`config.mk`:
```
export PLATFORM = sky130hd
export DESIGN_NAME = acf_top
export DESIGN_NICKNAME = d
export VERILOG_FILES = /design/src/rtl/acf_pkg.sv /design/src/rtl/acf_top.sv
export SDC_FILE = /design/constraint.sdc
export NUM_CORES = 1
export LEC_CHECK = 0
export BUFFER_PORTS_ARGS = -buffer_cell sky130_fd_sc_hd__buf_4
export CAP_MARGIN = 15
export CORE_ASPECT_RATIO = 1.2
export CORE_MARGIN = 3
export CORE_UTILIZATION = 49
export DETAILED_ROUTE_END_ITERATION = 10
export PLACE_DENSITY = 0.9
export SLEW_MARGIN = 20
export SYNTH_ARGS = -nofsm -noshare
export SYNTH_HDL_FRONTEND = slang
export SYNTH_SLANG_ARGS = --single-unit
```
`constraint.sdc`:
```
create_clock -name aclk -period 2.28 [get_ports aclk]
set_clock_uncertainty 0.15 [all_clocks]
set_input_delay 0.114 -clock aclk [delete_from_list [all_inputs] [get_ports aclk]]
set_output_delay 0.114 -clock aclk [all_outputs]
set_load 0.01 [all_outputs]
```
`src/rtl/acf_pkg.sv`:
```
/*
 * Package for the converter clock and result format block: register
 * indices, field positions, reset values and the justification modes.
 * Assumes a 32-bit AXI4-Lite register bus with one register per word.
 */
`default_nettype none
package acf_pkg;

  // Printed offsets are not multiples of four, so they are indices.
  localparam logic [7:0] IDX_CLOCK_CONTROL  = 8'h58;
  localparam logic [7:0] IDX_RESULT_HIGH    = 8'h59;
  localparam logic [7:0] IDX_RESULT_LOW     = 8'h5A;
  localparam logic [7:0] IDX_STATUS_CONTROL = 8'h57;
  localparam int         ADDR_W             = 10;

  // Clock control field positions, and the done bit of the status register.
  localparam int DIV_LSB    = 5;
  localparam int DIV_MSB    = 7;
  localparam int SRC_BIT    = 4;
  localparam int JUST_LSB   = 2;
  localparam int JUST_MSB   = 3;
  localparam int DONE_BIT   = 7;

  typedef enum logic [1:0] {
    ACF_TRUNC8  = 2'h0,
    ACF_RIGHT   = 2'h1,
    ACF_LEFT    = 2'h2,
    ACF_LEFT_SG = 2'h3
  } acf_just_e;

  localparam logic [2:0] DIV_RESET   = 3'h0;
  localparam logic       SRC_RESET   = 1'b0;
  localparam acf_just_e  JUST_RESET  = ACF_RIGHT;
  localparam int         PRESC_W     = 4;
  localparam logic [1:0] RESP_OKAY   = 2'h0;
  localparam logic [1:0] RESP_SLVERR = 2'h2;

  typedef struct packed {
    logic [2:0] divide;
    logic       source;
    acf_just_e  justify;
  } acf_clkctl_s;

endpackage
`default_nettype wire

```
`src/rtl/acf_top.sv`:
```
/*
 * Converter clock prescaler, result justification and result byte pair
 * with read interlock, behind an AXI4-Lite slave.
 * Assumes the conversion core supplies a one-cycle done strobe with the
 * 10-bit result, and that the external oscillator arrives as a pin.
 */
`default_nettype none
module acf_top (
  input  wire logic        aclk,
  input  wire logic        aresetn,
  input  wire logic [9:0]  s_axi_awaddr,
  input  wire logic        s_axi_awvalid,
  output logic             s_axi_awready,
  input  wire logic [31:0] s_axi_wdata,
  input  wire logic [3:0]  s_axi_wstrb,
  input  wire logic        s_axi_wvalid,
  output logic             s_axi_wready,
  output logic [1:0]       s_axi_bresp,
  output logic             s_axi_bvalid,
  input  wire logic        s_axi_bready,
  input  wire logic [9:0]  s_axi_araddr,
  input  wire logic        s_axi_arvalid,
  output logic             s_axi_arready,
  output logic [31:0]      s_axi_rdata,
  output logic [1:0]       s_axi_rresp,
  output logic             s_axi_rvalid,
  input  wire logic        s_axi_rready,
  input  wire logic        external_oscillator_clock,
  input  wire logic        conv_done,
  input  wire logic [9:0]  conv_result,
  input  wire logic        status_control_wr,
  output logic             converter_clock_en,
  output logic             conversion_done_flag
);

  ////////////////////////////////////////////////////////////////////////
  // Register decode.

  function automatic logic is_reg(input logic [9:0] a, input logic [7:0] idx);
    is_reg = (a[9:2] == idx) && (a[1:0] == 2'h0);
  endfunction

  logic              aw_held_reg;
  logic              w_held_reg;
  logic [9:0]        aw_addr_reg;
  logic [31:0]       w_data_reg;
  logic [3:0]        w_strb_reg;
  acf_pkg::acf_clkctl_s clkctl_reg;
  logic [7:0]        high_reg;
  logic [7:0]        low_reg;
  logic              lock_reg;
  logic              osc_meta_reg;
  logic              osc_sync_reg;
  logic              osc_prev_reg;
  logic [3:0]        presc_reg;
  logic [7:0]        clkctl_byte;

  wire        wr_fire   = aw_held_reg && w_held_reg && !s_axi_bvalid;
  wire        wr_clkctl = wr_fire && is_reg(aw_addr_reg, acf_pkg::IDX_CLOCK_CONTROL)
                          && w_strb_reg[0];
  wire        wr_status = wr_fire && is_reg(aw_addr_reg, acf_pkg::IDX_STATUS_CONTROL);
  wire        wr_known  = is_reg(aw_addr_reg, acf_pkg::IDX_CLOCK_CONTROL)
                       || is_reg(aw_addr_reg, acf_pkg::IDX_RESULT_HIGH)
                       || is_reg(aw_addr_reg, acf_pkg::IDX_RESULT_LOW)
                       || is_reg(aw_addr_reg, acf_pkg::IDX_STATUS_CONTROL);
  wire        rd_fire   = s_axi_arvalid && s_axi_arready;
  wire        rd_high   = rd_fire && is_reg(s_axi_araddr, acf_pkg::IDX_RESULT_HIGH);
  wire        rd_low    = rd_fire && is_reg(s_axi_araddr, acf_pkg::IDX_RESULT_LOW);
  wire        rd_clk    = is_reg(s_axi_araddr, acf_pkg::IDX_CLOCK_CONTROL);
  wire        rd_stat   = is_reg(s_axi_araddr, acf_pkg::IDX_STATUS_CONTROL);
  wire        rd_known  = rd_clk || rd_stat
                       || is_reg(s_axi_araddr, acf_pkg::IDX_RESULT_HIGH)
                       || is_reg(s_axi_araddr, acf_pkg::IDX_RESULT_LOW);

  assign clkctl_byte = {clkctl_reg.divide, clkctl_reg.source, clkctl_reg.justify, 2'h0};

  ////////////////////////////////////////////////////////////////////////
  // Write channel: address and data taken in either order, then a response.

  always_ff @(posedge aclk) begin
    if (!aresetn) begin
      aw_held_reg   <= 1'b0;
      w_held_reg    <= 1'b0;
      aw_addr_reg   <= 10'h000;
      w_data_reg    <= 32'h0000_0000;
      w_strb_reg    <= 4'h0;
      s_axi_bvalid  <= 1'b0;
      s_axi_bresp   <= acf_pkg::RESP_OKAY;
    end else begin
      if (s_axi_awvalid && s_axi_awready) begin
        aw_held_reg <= 1'b1;
        aw_addr_reg <= s_axi_awaddr;
      end
      if (s_axi_wvalid && s_axi_wready) begin
        w_held_reg <= 1'b1;
        w_data_reg <= s_axi_wdata;
        w_strb_reg <= s_axi_wstrb;
      end
      if (wr_fire) begin
        aw_held_reg  <= 1'b0;
        w_held_reg   <= 1'b0;
        s_axi_bvalid <= 1'b1;
        s_axi_bresp  <= wr_known ? acf_pkg::RESP_OKAY : acf_pkg::RESP_SLVERR;
      end else if (s_axi_bvalid && s_axi_bready) begin
        s_axi_bvalid <= 1'b0;
      end
    end
  end

  assign s_axi_awready = !aw_held_reg && !s_axi_bvalid;
  assign s_axi_wready  = !w_held_reg && !s_axi_bvalid;

  ////////////////////////////////////////////////////////////////////////
  // Clock control register. Result byte writes fall through untouched.

  always_ff @(posedge aclk) begin
    if (!aresetn) begin
      clkctl_reg.divide  <= acf_pkg::DIV_RESET;
      clkctl_reg.source  <= acf_pkg::SRC_RESET;
      clkctl_reg.justify <= acf_pkg::JUST_RESET;
    end else if (wr_clkctl) begin
      clkctl_reg.divide  <= w_data_reg[acf_pkg::DIV_MSB:acf_pkg::DIV_LSB];
      clkctl_reg.source  <= w_data_reg[acf_pkg::SRC_BIT];
      clkctl_reg.justify <= acf_pkg::acf_just_e'(w_data_reg[acf_pkg::JUST_MSB:acf_pkg::JUST_LSB]);
    end
  end

  ////////////////////////////////////////////////////////////////////////
  // Prescaler. Both sources become enables in the aclk domain; the
  // oscillator is synchronised and edge-detected, so it must stay well
  // below half the bus clock.

  always_ff @(posedge aclk) begin
    if (!aresetn) begin
      osc_meta_reg <= 1'b0;
      osc_sync_reg <= 1'b0;
      osc_prev_reg <= 1'b0;
    end else begin
      osc_meta_reg <= external_oscillator_clock;
      osc_sync_reg <= osc_meta_reg;
      osc_prev_reg <= osc_sync_reg;
    end
  end

  wire src_tick = clkctl_reg.source ? 1'b1 : (osc_sync_reg && !osc_prev_reg);

  // Terminal count: 0, 1, 3, 7 or 15 for divide by 1, 2, 4, 8, 16.
  wire [3:0] presc_max = clkctl_reg.divide[2] ? 4'hF :
                         4'((5'h01 << clkctl_reg.divide[1:0]) - 5'h01);
  wire presc_wrap = src_tick && (presc_reg >= presc_max);

  always_ff @(posedge aclk) begin
    if (!aresetn) begin
      presc_reg          <= 4'h0;
      converter_clock_en <= 1'b0;
    end else begin
      converter_clock_en <= presc_wrap;
      if (wr_clkctl || presc_wrap) begin
        presc_reg <= 4'h0;
      end else if (src_tick) begin
        presc_reg <= presc_reg + 4'h1;
      end
    end
  end

  ////////////////////////////////////////////////////////////////////////
  // Result formatting and interlock.

  wire trunc_mode = (clkctl_reg.justify == acf_pkg::ACF_TRUNC8);
  logic [7:0] high_next;
  logic [7:0] low_next;

  // The layout is chosen from the mode in force at the completing edge, so a
  // mode change lands on the next result and never re-packs a stored one.
  always_comb begin
    unique case (clkctl_reg.justify)
      acf_pkg::ACF_TRUNC8: begin
        high_next = 8'h00;
        low_next  = conv_result[9:2];
      end
      acf_pkg::ACF_RIGHT: begin
        high_next = {6'h00, conv_result[9:8]};
        low_next  = conv_result[7:0];
      end
      acf_pkg::ACF_LEFT: begin
        high_next = conv_result[9:2];
        low_next  = {conv_result[1:0], 6'h00};
      end
      acf_pkg::ACF_LEFT_SG: begin
        high_next = {~conv_result[9], conv_result[8:2]};
        low_next  = {conv_result[1:0], 6'h00};
      end
    endcase
  end

  wire lock_release = rd_low || wr_status || status_control_wr || wr_clkctl;
  wire take_result  = conv_done && (trunc_mode || !lock_reg);

  always_ff @(posedge aclk) begin
    if (!aresetn) begin
      high_reg <= 8'h00;
      low_reg  <= 8'h00;
      lock_reg <= 1'b0;
    end else begin
      if (take_result) begin
        high_reg <= high_next;
        low_reg  <= low_next;
      end
      if (lock_release) begin
        lock_reg <= 1'b0;
      end else if (rd_high && !trunc_mode) begin
        lock_reg <= 1'b1;
      end
    end
  end

  // The done flag is set by a taken result; the set wins over a clear.
  // A dropped result under the lock leaves the flag alone, so software that
  // polls the flag never sees a completion whose data it cannot read.
  always_ff @(posedge aclk) begin
    if (!aresetn) begin
      conversion_done_flag <= 1'b0;
    end else if (take_result) begin
      conversion_done_flag <= 1'b1;
    end else if (wr_clkctl || wr_status || status_control_wr || rd_low) begin
      conversion_done_flag <= 1'b0;
    end
  end

  ////////////////////////////////////////////////////////////////////////
  // Read channel: one cycle from address to data.

  wire [7:0] rd_byte = rd_clk ? clkctl_byte :
                       rd_stat ? {conversion_done_flag, 7'h00} :
                       is_reg(s_axi_araddr, acf_pkg::IDX_RESULT_HIGH) ? high_reg :
                       is_reg(s_axi_araddr, acf_pkg::IDX_RESULT_LOW) ? low_reg : 8'h00;

  assign s_axi_arready = !s_axi_rvalid;

  always_ff @(posedge aclk) begin
    if (!aresetn) begin
      s_axi_rvalid <= 1'b0;
      s_axi_rdata  <= 32'h0000_0000;
      s_axi_rresp  <= acf_pkg::RESP_OKAY;
    end else if (rd_fire) begin
      s_axi_rvalid <= 1'b1;
      s_axi_rdata  <= {24'h00_0000, rd_byte};
      s_axi_rresp  <= rd_known ? acf_pkg::RESP_OKAY : acf_pkg::RESP_SLVERR;
    end else if (s_axi_rready) begin
      s_axi_rvalid <= 1'b0;
    end
  end

  ////////////////////////////////////////////////////////////////////////
  // Checks.

  lock_drops_a: assert property (@(posedge aclk) disable iff (!aresetn)
    (lock_reg && conv_done && !trunc_mode) |=> $stable(high_reg) && $stable(low_reg))
    else $error("result changed while locked");
  trunc_high_a: assert property (@(posedge aclk) disable iff (!aresetn)
    (conv_done && trunc_mode) |=> high_reg == 8'h00 && low_reg == $past(conv_result[9:2]))
    else $error("truncated layout wrong");
  sign_flip_a: assert property (@(posedge aclk) disable iff (!aresetn)
    (take_result && clkctl_reg.justify == acf_pkg::ACF_LEFT_SG)
    |=> high_reg[7] != $past(conv_result[9]))
    else $error("sign bit not inverted");
  release_a: assert property (@(posedge aclk) disable iff (!aresetn)
    (wr_clkctl && !take_result) |=> !lock_reg && !conversion_done_flag)
    else $error("clock control write did not release");
  right_layout_a: assert property (@(posedge aclk) disable iff (!aresetn)
    (take_result && clkctl_reg.justify == acf_pkg::ACF_RIGHT)
    |=> high_reg == {6'h00, $past(conv_result[9:8])} && low_reg == $past(conv_result[7:0]))
    else $error("right justified layout wrong");
  flag_set_a: assert property (@(posedge aclk) disable iff (!aresetn)
    take_result |=> conversion_done_flag)
    else $error("done flag not set by a taken result");
  divide_a: assert property (@(posedge aclk) disable iff (!aresetn)
    (clkctl_reg.source && clkctl_reg.divide[2] && converter_clock_en && !wr_clkctl)
    |=> !converter_clock_en [*8])
    else $error("divide by sixteen too fast");
endmodule
`default_nettype wire

```
Word level (Yosys, flattened, before mapping)
Cells that the tools add are included.
W data, S select, Z words.
- register bits: 67
- shift operators: 1
- muxes and demuxes: 16
- equality and inequality tests: 11
- bitwise operators: 2
- order comparisons: 1
- add/sub/neg operators: 2
- reductions and logical operators: 56
- operator list (operator ; count):
    $eq A8 B7 Y1 const B ; 8
    $mux W8 ; 4
    $pmux W8 S4 ; 1
    $logic_and A1 B1 Y1 ; 25
    $pmux W8 S3 ; 1
    $logic_or A1 B1 Y1 ; 14
    $reduce_or A2 Y1 ; 4
    $logic_not A1 Y1 ; 7
    $mux W1 ; 7
    $logic_not A2 Y1 ; 3
    $reduce_bool A2 Y1 ; 3
    $add A4 B1 Y4 const B ; 1
    $eq A2 B2 Y1 const B ; 2
    $ge A4 B4 Y1 ; 1
    $mux W2 ; 2
    $mux W4 ; 1
    $shl A1 B2 Y4 const A ; 1
    $sub A4 B1 Y4 const B ; 1
    $eq A2 B1 Y1 const B ; 1
    $not A1 Y1 ; 2

Depth between registers and ports, before layout
- word-level depth: 9
- mapped depth: 7
- depth with buffers taken out: 7

Worst setup path before layout
OpenSTA, ideal clock, no wires.
- path type: reg2reg
- start: register clkctl_reg (netlist bit clkctl_byte[5])
- end: register converter_clock_en
- library setup time: 0.115 ns
- period minus slack after synthesis: 1.985 ns
- data required time: 2.015 ns
- cell stages (with the launch flop): 8
- setup slack: 0.295 ns
- data arrival time: 1.720 ns
- cells stage by stage: dfxtp_1 > or3_1 > ha_1 > nand2b_1 > a21o_1 > a211oi_1 > nor3_1 > and2_1
- cells in the longest elaborated chain, start to end: 5
- RTL lines (element ; RTL line ; source):
    from (decl) ; acf_top.sv:48 ; acf_pkg::acf_clkctl_s clkctl_reg;
    $shl A1 B2 Y4 ; acf_top.sv:149 ; 4'((5'h01 << clkctl_reg.divide[1:0]) - 5'h01);
    $sub A4 B1 Y4 ; acf_top.sv:149 ;
    $mux W4 ; acf_top.sv:148 ; wire [3:0] presc_max = clkctl_reg.divide[2] ? 4'hF :
    $ge A4 B4 Y1 ; acf_top.sv:150 ; wire presc_wrap = src_tick && (presc_reg >= presc_max);
    $logic_and A1 B1 Y1 ; acf_top.sv:150 ;
    to (signal assigned) ; acf_top.sv:157 ; converter_clock_en <= presc_wrap;
    to (decl) ; acf_top.sv:32 ; output logic converter_clock_en,
Every way passes these cells.
A chain may end at the register's enable or synchronous reset.

Worst setup path in the final report
- start: register clkctl_reg (netlist bit clkctl_byte[5])
- end: register presc_reg[0]
- cells in the longest elaborated chain, start to end: 7
- RTL lines (element ; RTL line ; source):
    $shl A1 B2 Y4 ; acf_top.sv:149 ;
    $sub A4 B1 Y4 ; acf_top.sv:149 ;
    $mux W4 ; acf_top.sv:148 ;
    $ge A4 B4 Y1 ; acf_top.sv:150 ;
    $logic_and A1 B1 Y1 ; acf_top.sv:150 ;
    $logic_or A1 B1 Y1 ; acf_top.sv:158 ; if (wr_clkctl || presc_wrap) begin
    $reduce_or A2 Y1 (no line) ; - ;
    to (signal assigned) ; acf_top.sv:161 ; presc_reg <= presc_reg + 4'h1;
    to (decl) ; acf_top.sv:55 ; logic [3:0] presc_reg;
Every way passes these cells.

==> impl_metrics.csv <==
group,metric,value,unit
yosys,synth.area.top_cells,"dfxtp_1 (40%), mux2i_1 (8.6%), buf_4 (6.4%), nor2b_1 (6.4%), nand2_1 (5.5%)",
grt,grt-ovfl-total,0,
yosys,synth-simple-area-share,0.254,
clock_network,clockBufferDepth,2,
critical_path,path_class,"register to register",
drt,routedLengthMet1,2760,µm
drt,remaining_drc_errors,0,
grt,grtUsageTotal,0.198,
critical_path,critical_path_depth,7,
yosys,synth_ff_type,"dfxtp_1",
critical_path,cp_top_family,"simple AND/OR/NAND/NOR gates",
grt,grt_max_degree,60,
drt,postRouteAntennaNets,0,
yosys,synth_fa_ha_area_frac,0.0199,
clock_network,path_clk_slew,0.07,ns
critical_path,rr_worst_depth,7,
drt,routed.top_layer,"met4",
sta,rsz0062_at_grt,"false",
die,core_region_area,0.00613,mm²
yosys,synthMuxAreaShare,0.0860,
critical_path,slowest_delay,0.38,ns
critical_path,cp.arrival,2.23,ns
yosys,synth_area,0.00314,mm²
clock_network,cts.sinks,63,
clock_network,cts-root-buf,"clkbuf_8",
critical_path,slowest_stage,"or3_1",
yosys,synth_edf_count,0,
sta,fmax,470,MHz
drt,wl,7080,µm
place,numPortBuffers,63,
die,dieArea,0.00742,mm²
grt,grt_pass1_vias,2556,
drt,routed_via_density,5.09,
clock_network,cts_buffers,9,
cells_and_area,n_antenna_cell,0,
grt,antenna_found_initial,0,
die,die_w,79.1,µm
yosys,ys_seq_area_frac,0.401,
drt,first_pass_iters,4,
place,dp_hpwl,4780,µm
sta,hold_viol_final,0,
yosys,synth_seq_cells,63,
yosys,netlist.area_leader.share,0.401,
yosys,synth_top_family_by_area,"simple AND/OR/NAND/NOR gates",
die,initial_utilization,0.513,
drt,drtIter0Drc,167,
cells_and_area,fillers,488,
die,floorplan.rows,31,
critical_path,cp-start-kind,"register",
pwr,p_per_area,611,mW/mm²
drt,dr_total_vias,2678,
sta,timing.setup.tns,0,ns
die,ios,119,
pwr,peakVddDrop,0.427,mV
hold_path,hold_depth,4,
grt,grt_pass1_wl,11500,µm
hold_path,hold_path.class,"primary input to register",
yosys,yosysTopAreaCell,"dfxtp_1",
sta,max_slew.worst_pin.slew,0.648,ns
cells_and_area,area.growth.synth_to_final,27.1,%
drt,dr_wl_met2,3640,µm
yosys,synth_compound_area_frac,0.129,
critical_path,crit_chain,"or3_1 > ha_1 > nand2b_1 > a21o_1 > a211oi_2 > nor3_2 > nor3_1",
clock_network,worstSkewPairLatency,0.34,ns
yosys,syn_area_per_cell,8.78,µm²
yosys,synth_cell_type_count,46,
sta,min_period,2.13,ns
yosys,ys_async_sr_fraction,0,
drt,dr_wl_met3,508,µm
sta,relSlewSlack,0.565,
sta,fin_crit_sh,0.934,
cells_and_area,drive_gt1_frac,0.205,
sta,setup_viol,0,
critical_path,path_buf_inv,0,
flow_run,max_cap_viol_count,0,
critical_path,cp_max_fo,5,
clock_network,htree_levels,3,
cells_and_area,fin_area,0.00400,mm²
place,gp_congestion,0.832,
critical_path,critical_path_required,2.38,ns
drt,wl_per_cell,13.5,µm
cells_and_area,largest_reg_flops,10,
critical_path,end_kind,"register",
yosys,synth_xor_area_frac,0.0111,
clock_network,cts_tree,"yes",
sta,timing.final.max_slew_violations,0,
yosys,ys_warn_count,0,
yosys,synthCells,358,
pwr,power.leakage,1.78,nW
place,placed_cell_area,0.00354,mm²
cells_and_area,finalNetCount,520,
die,die_h,93.8,µm
outcome,status,"finished, final reports clean",
[cell type report]
class	count	area (µm²)	area share
clock buffer	12	145	0.0363
clock inverter	4	45.0	0.0113
inverter	6	22.5	0.00564
multi-input combinational	269	1680	0.421
sequential	63	1260	0.316
tap	82	103	0.0257
timing repair buffer	90	738	0.185
[Yosys cell counts (2+ instances only)]
library cell	instances
a21o_1	2
mux2i_1	27
nand2_1	46
and2_1	9
a22oi_1	7
o21ai_1	3
nor2b_1	32
a221oi_1	2
xnor2_1	3
nand2b_1	3
inv_1	6
clkbuf_1	11
o21ai_0	12
buf_2	6
nor3_1	13
a21boi_0	14
nor2_1	17
a21oi_1	17
dfxtp_1	63
nand3_1	4
buf_4	27
ha_1	5
nor3b_1	2
and3_1	5
[path summary, 6_finish.rpt]
check | slack, ns | to | from
min reg2reg | 0.30 | s_axi_rdata[7] | s_axi_rdata[7]
max reg2reg | 0.15 | presc_reg[0] | clkctl_byte[5]
max | 0.15 | presc_reg[0] | clkctl_byte[5]
min | 0.03 | high_reg[3] | conv_result[5]
[tightest hold or removal path, stage by stage]
cell	delay [ns]
buf_4	0.09
and3_1	0.14
a21oi_1	0.04
nor2b_1	0.09
[routing by layer]
metal | GRT usage | vias up
met1 | 0.212 | 1242
met2 | 0.350 | 94
li1 | - | 1326
met3 | 0.0557 | 16
met5 | 0 | -
met4 | 0.107 | 0
[power by group]
part	switching (mW)	total (mW)	leakage (nW)	internal (mW)
clock network	0.405	0.935	0.100	0.530
logic	0.161	0.330	1.16	0.169
registers	0.0300	1.18	0.514	1.15
[per-stage QoR]
stage               total power [mW]  utilization  hold slack [ns]  instances  setup slack [ns]
finish                          2.44        0.652           0.0289        526             0.151
detailed placement              1.49        0.578            0.176        485             0.155
global route                    2.55        0.652           0.0451        526            0.0195
global placement                1.48        0.578            0.182        485             0.225
floorplan                       1.41            -           0.0913        383             0.295
CTS                             2.46        0.650          0.00911        526            0.0806
[timing repair]
action                                  CTS  global route
hold buffers                             25             0
endpoints found under the setup margin    0             6
buffers inserted                          0             0
endpoints found under the hold margin    24             0
gates resized for setup                   0             3
[cells by family after synthesis]
family | count (synthesis)
fa+ha+maj | 5
simple gates | 144
xor+xnor | 4
compound gates | 63
flops | 63
buf+inv | 51
other cells | 1
mux | 27
[placed cells by master, fill, tap and decap left out, types with 2 or more instances in the layout]
master / n
ha_1: 5
a221oi_1: 2
xnor2_1: 3
conb_1: 26
clkbuf_1: 2
o21ai_0: 12
clkbuf_8: 10
nor3b_1: 2
nor3_1: 12
inv_1: 6
nor2b_1: 32
a21oi_1: 17
nand2_1: 45
o21ai_1: 3
a22oi_1: 7
a21o_1: 2
and3_1: 5
nand3_1: 4
nor2_1: 17
dlygate4sd3_1: 25
a21boi_0: 14
and2_1: 9
dfxtp_1: 63
buf_4: 65
nand2b_1: 3
mux2i_1: 27
clkinv_2: 3
No activity file was read; power rests on OpenSTA's default activity.
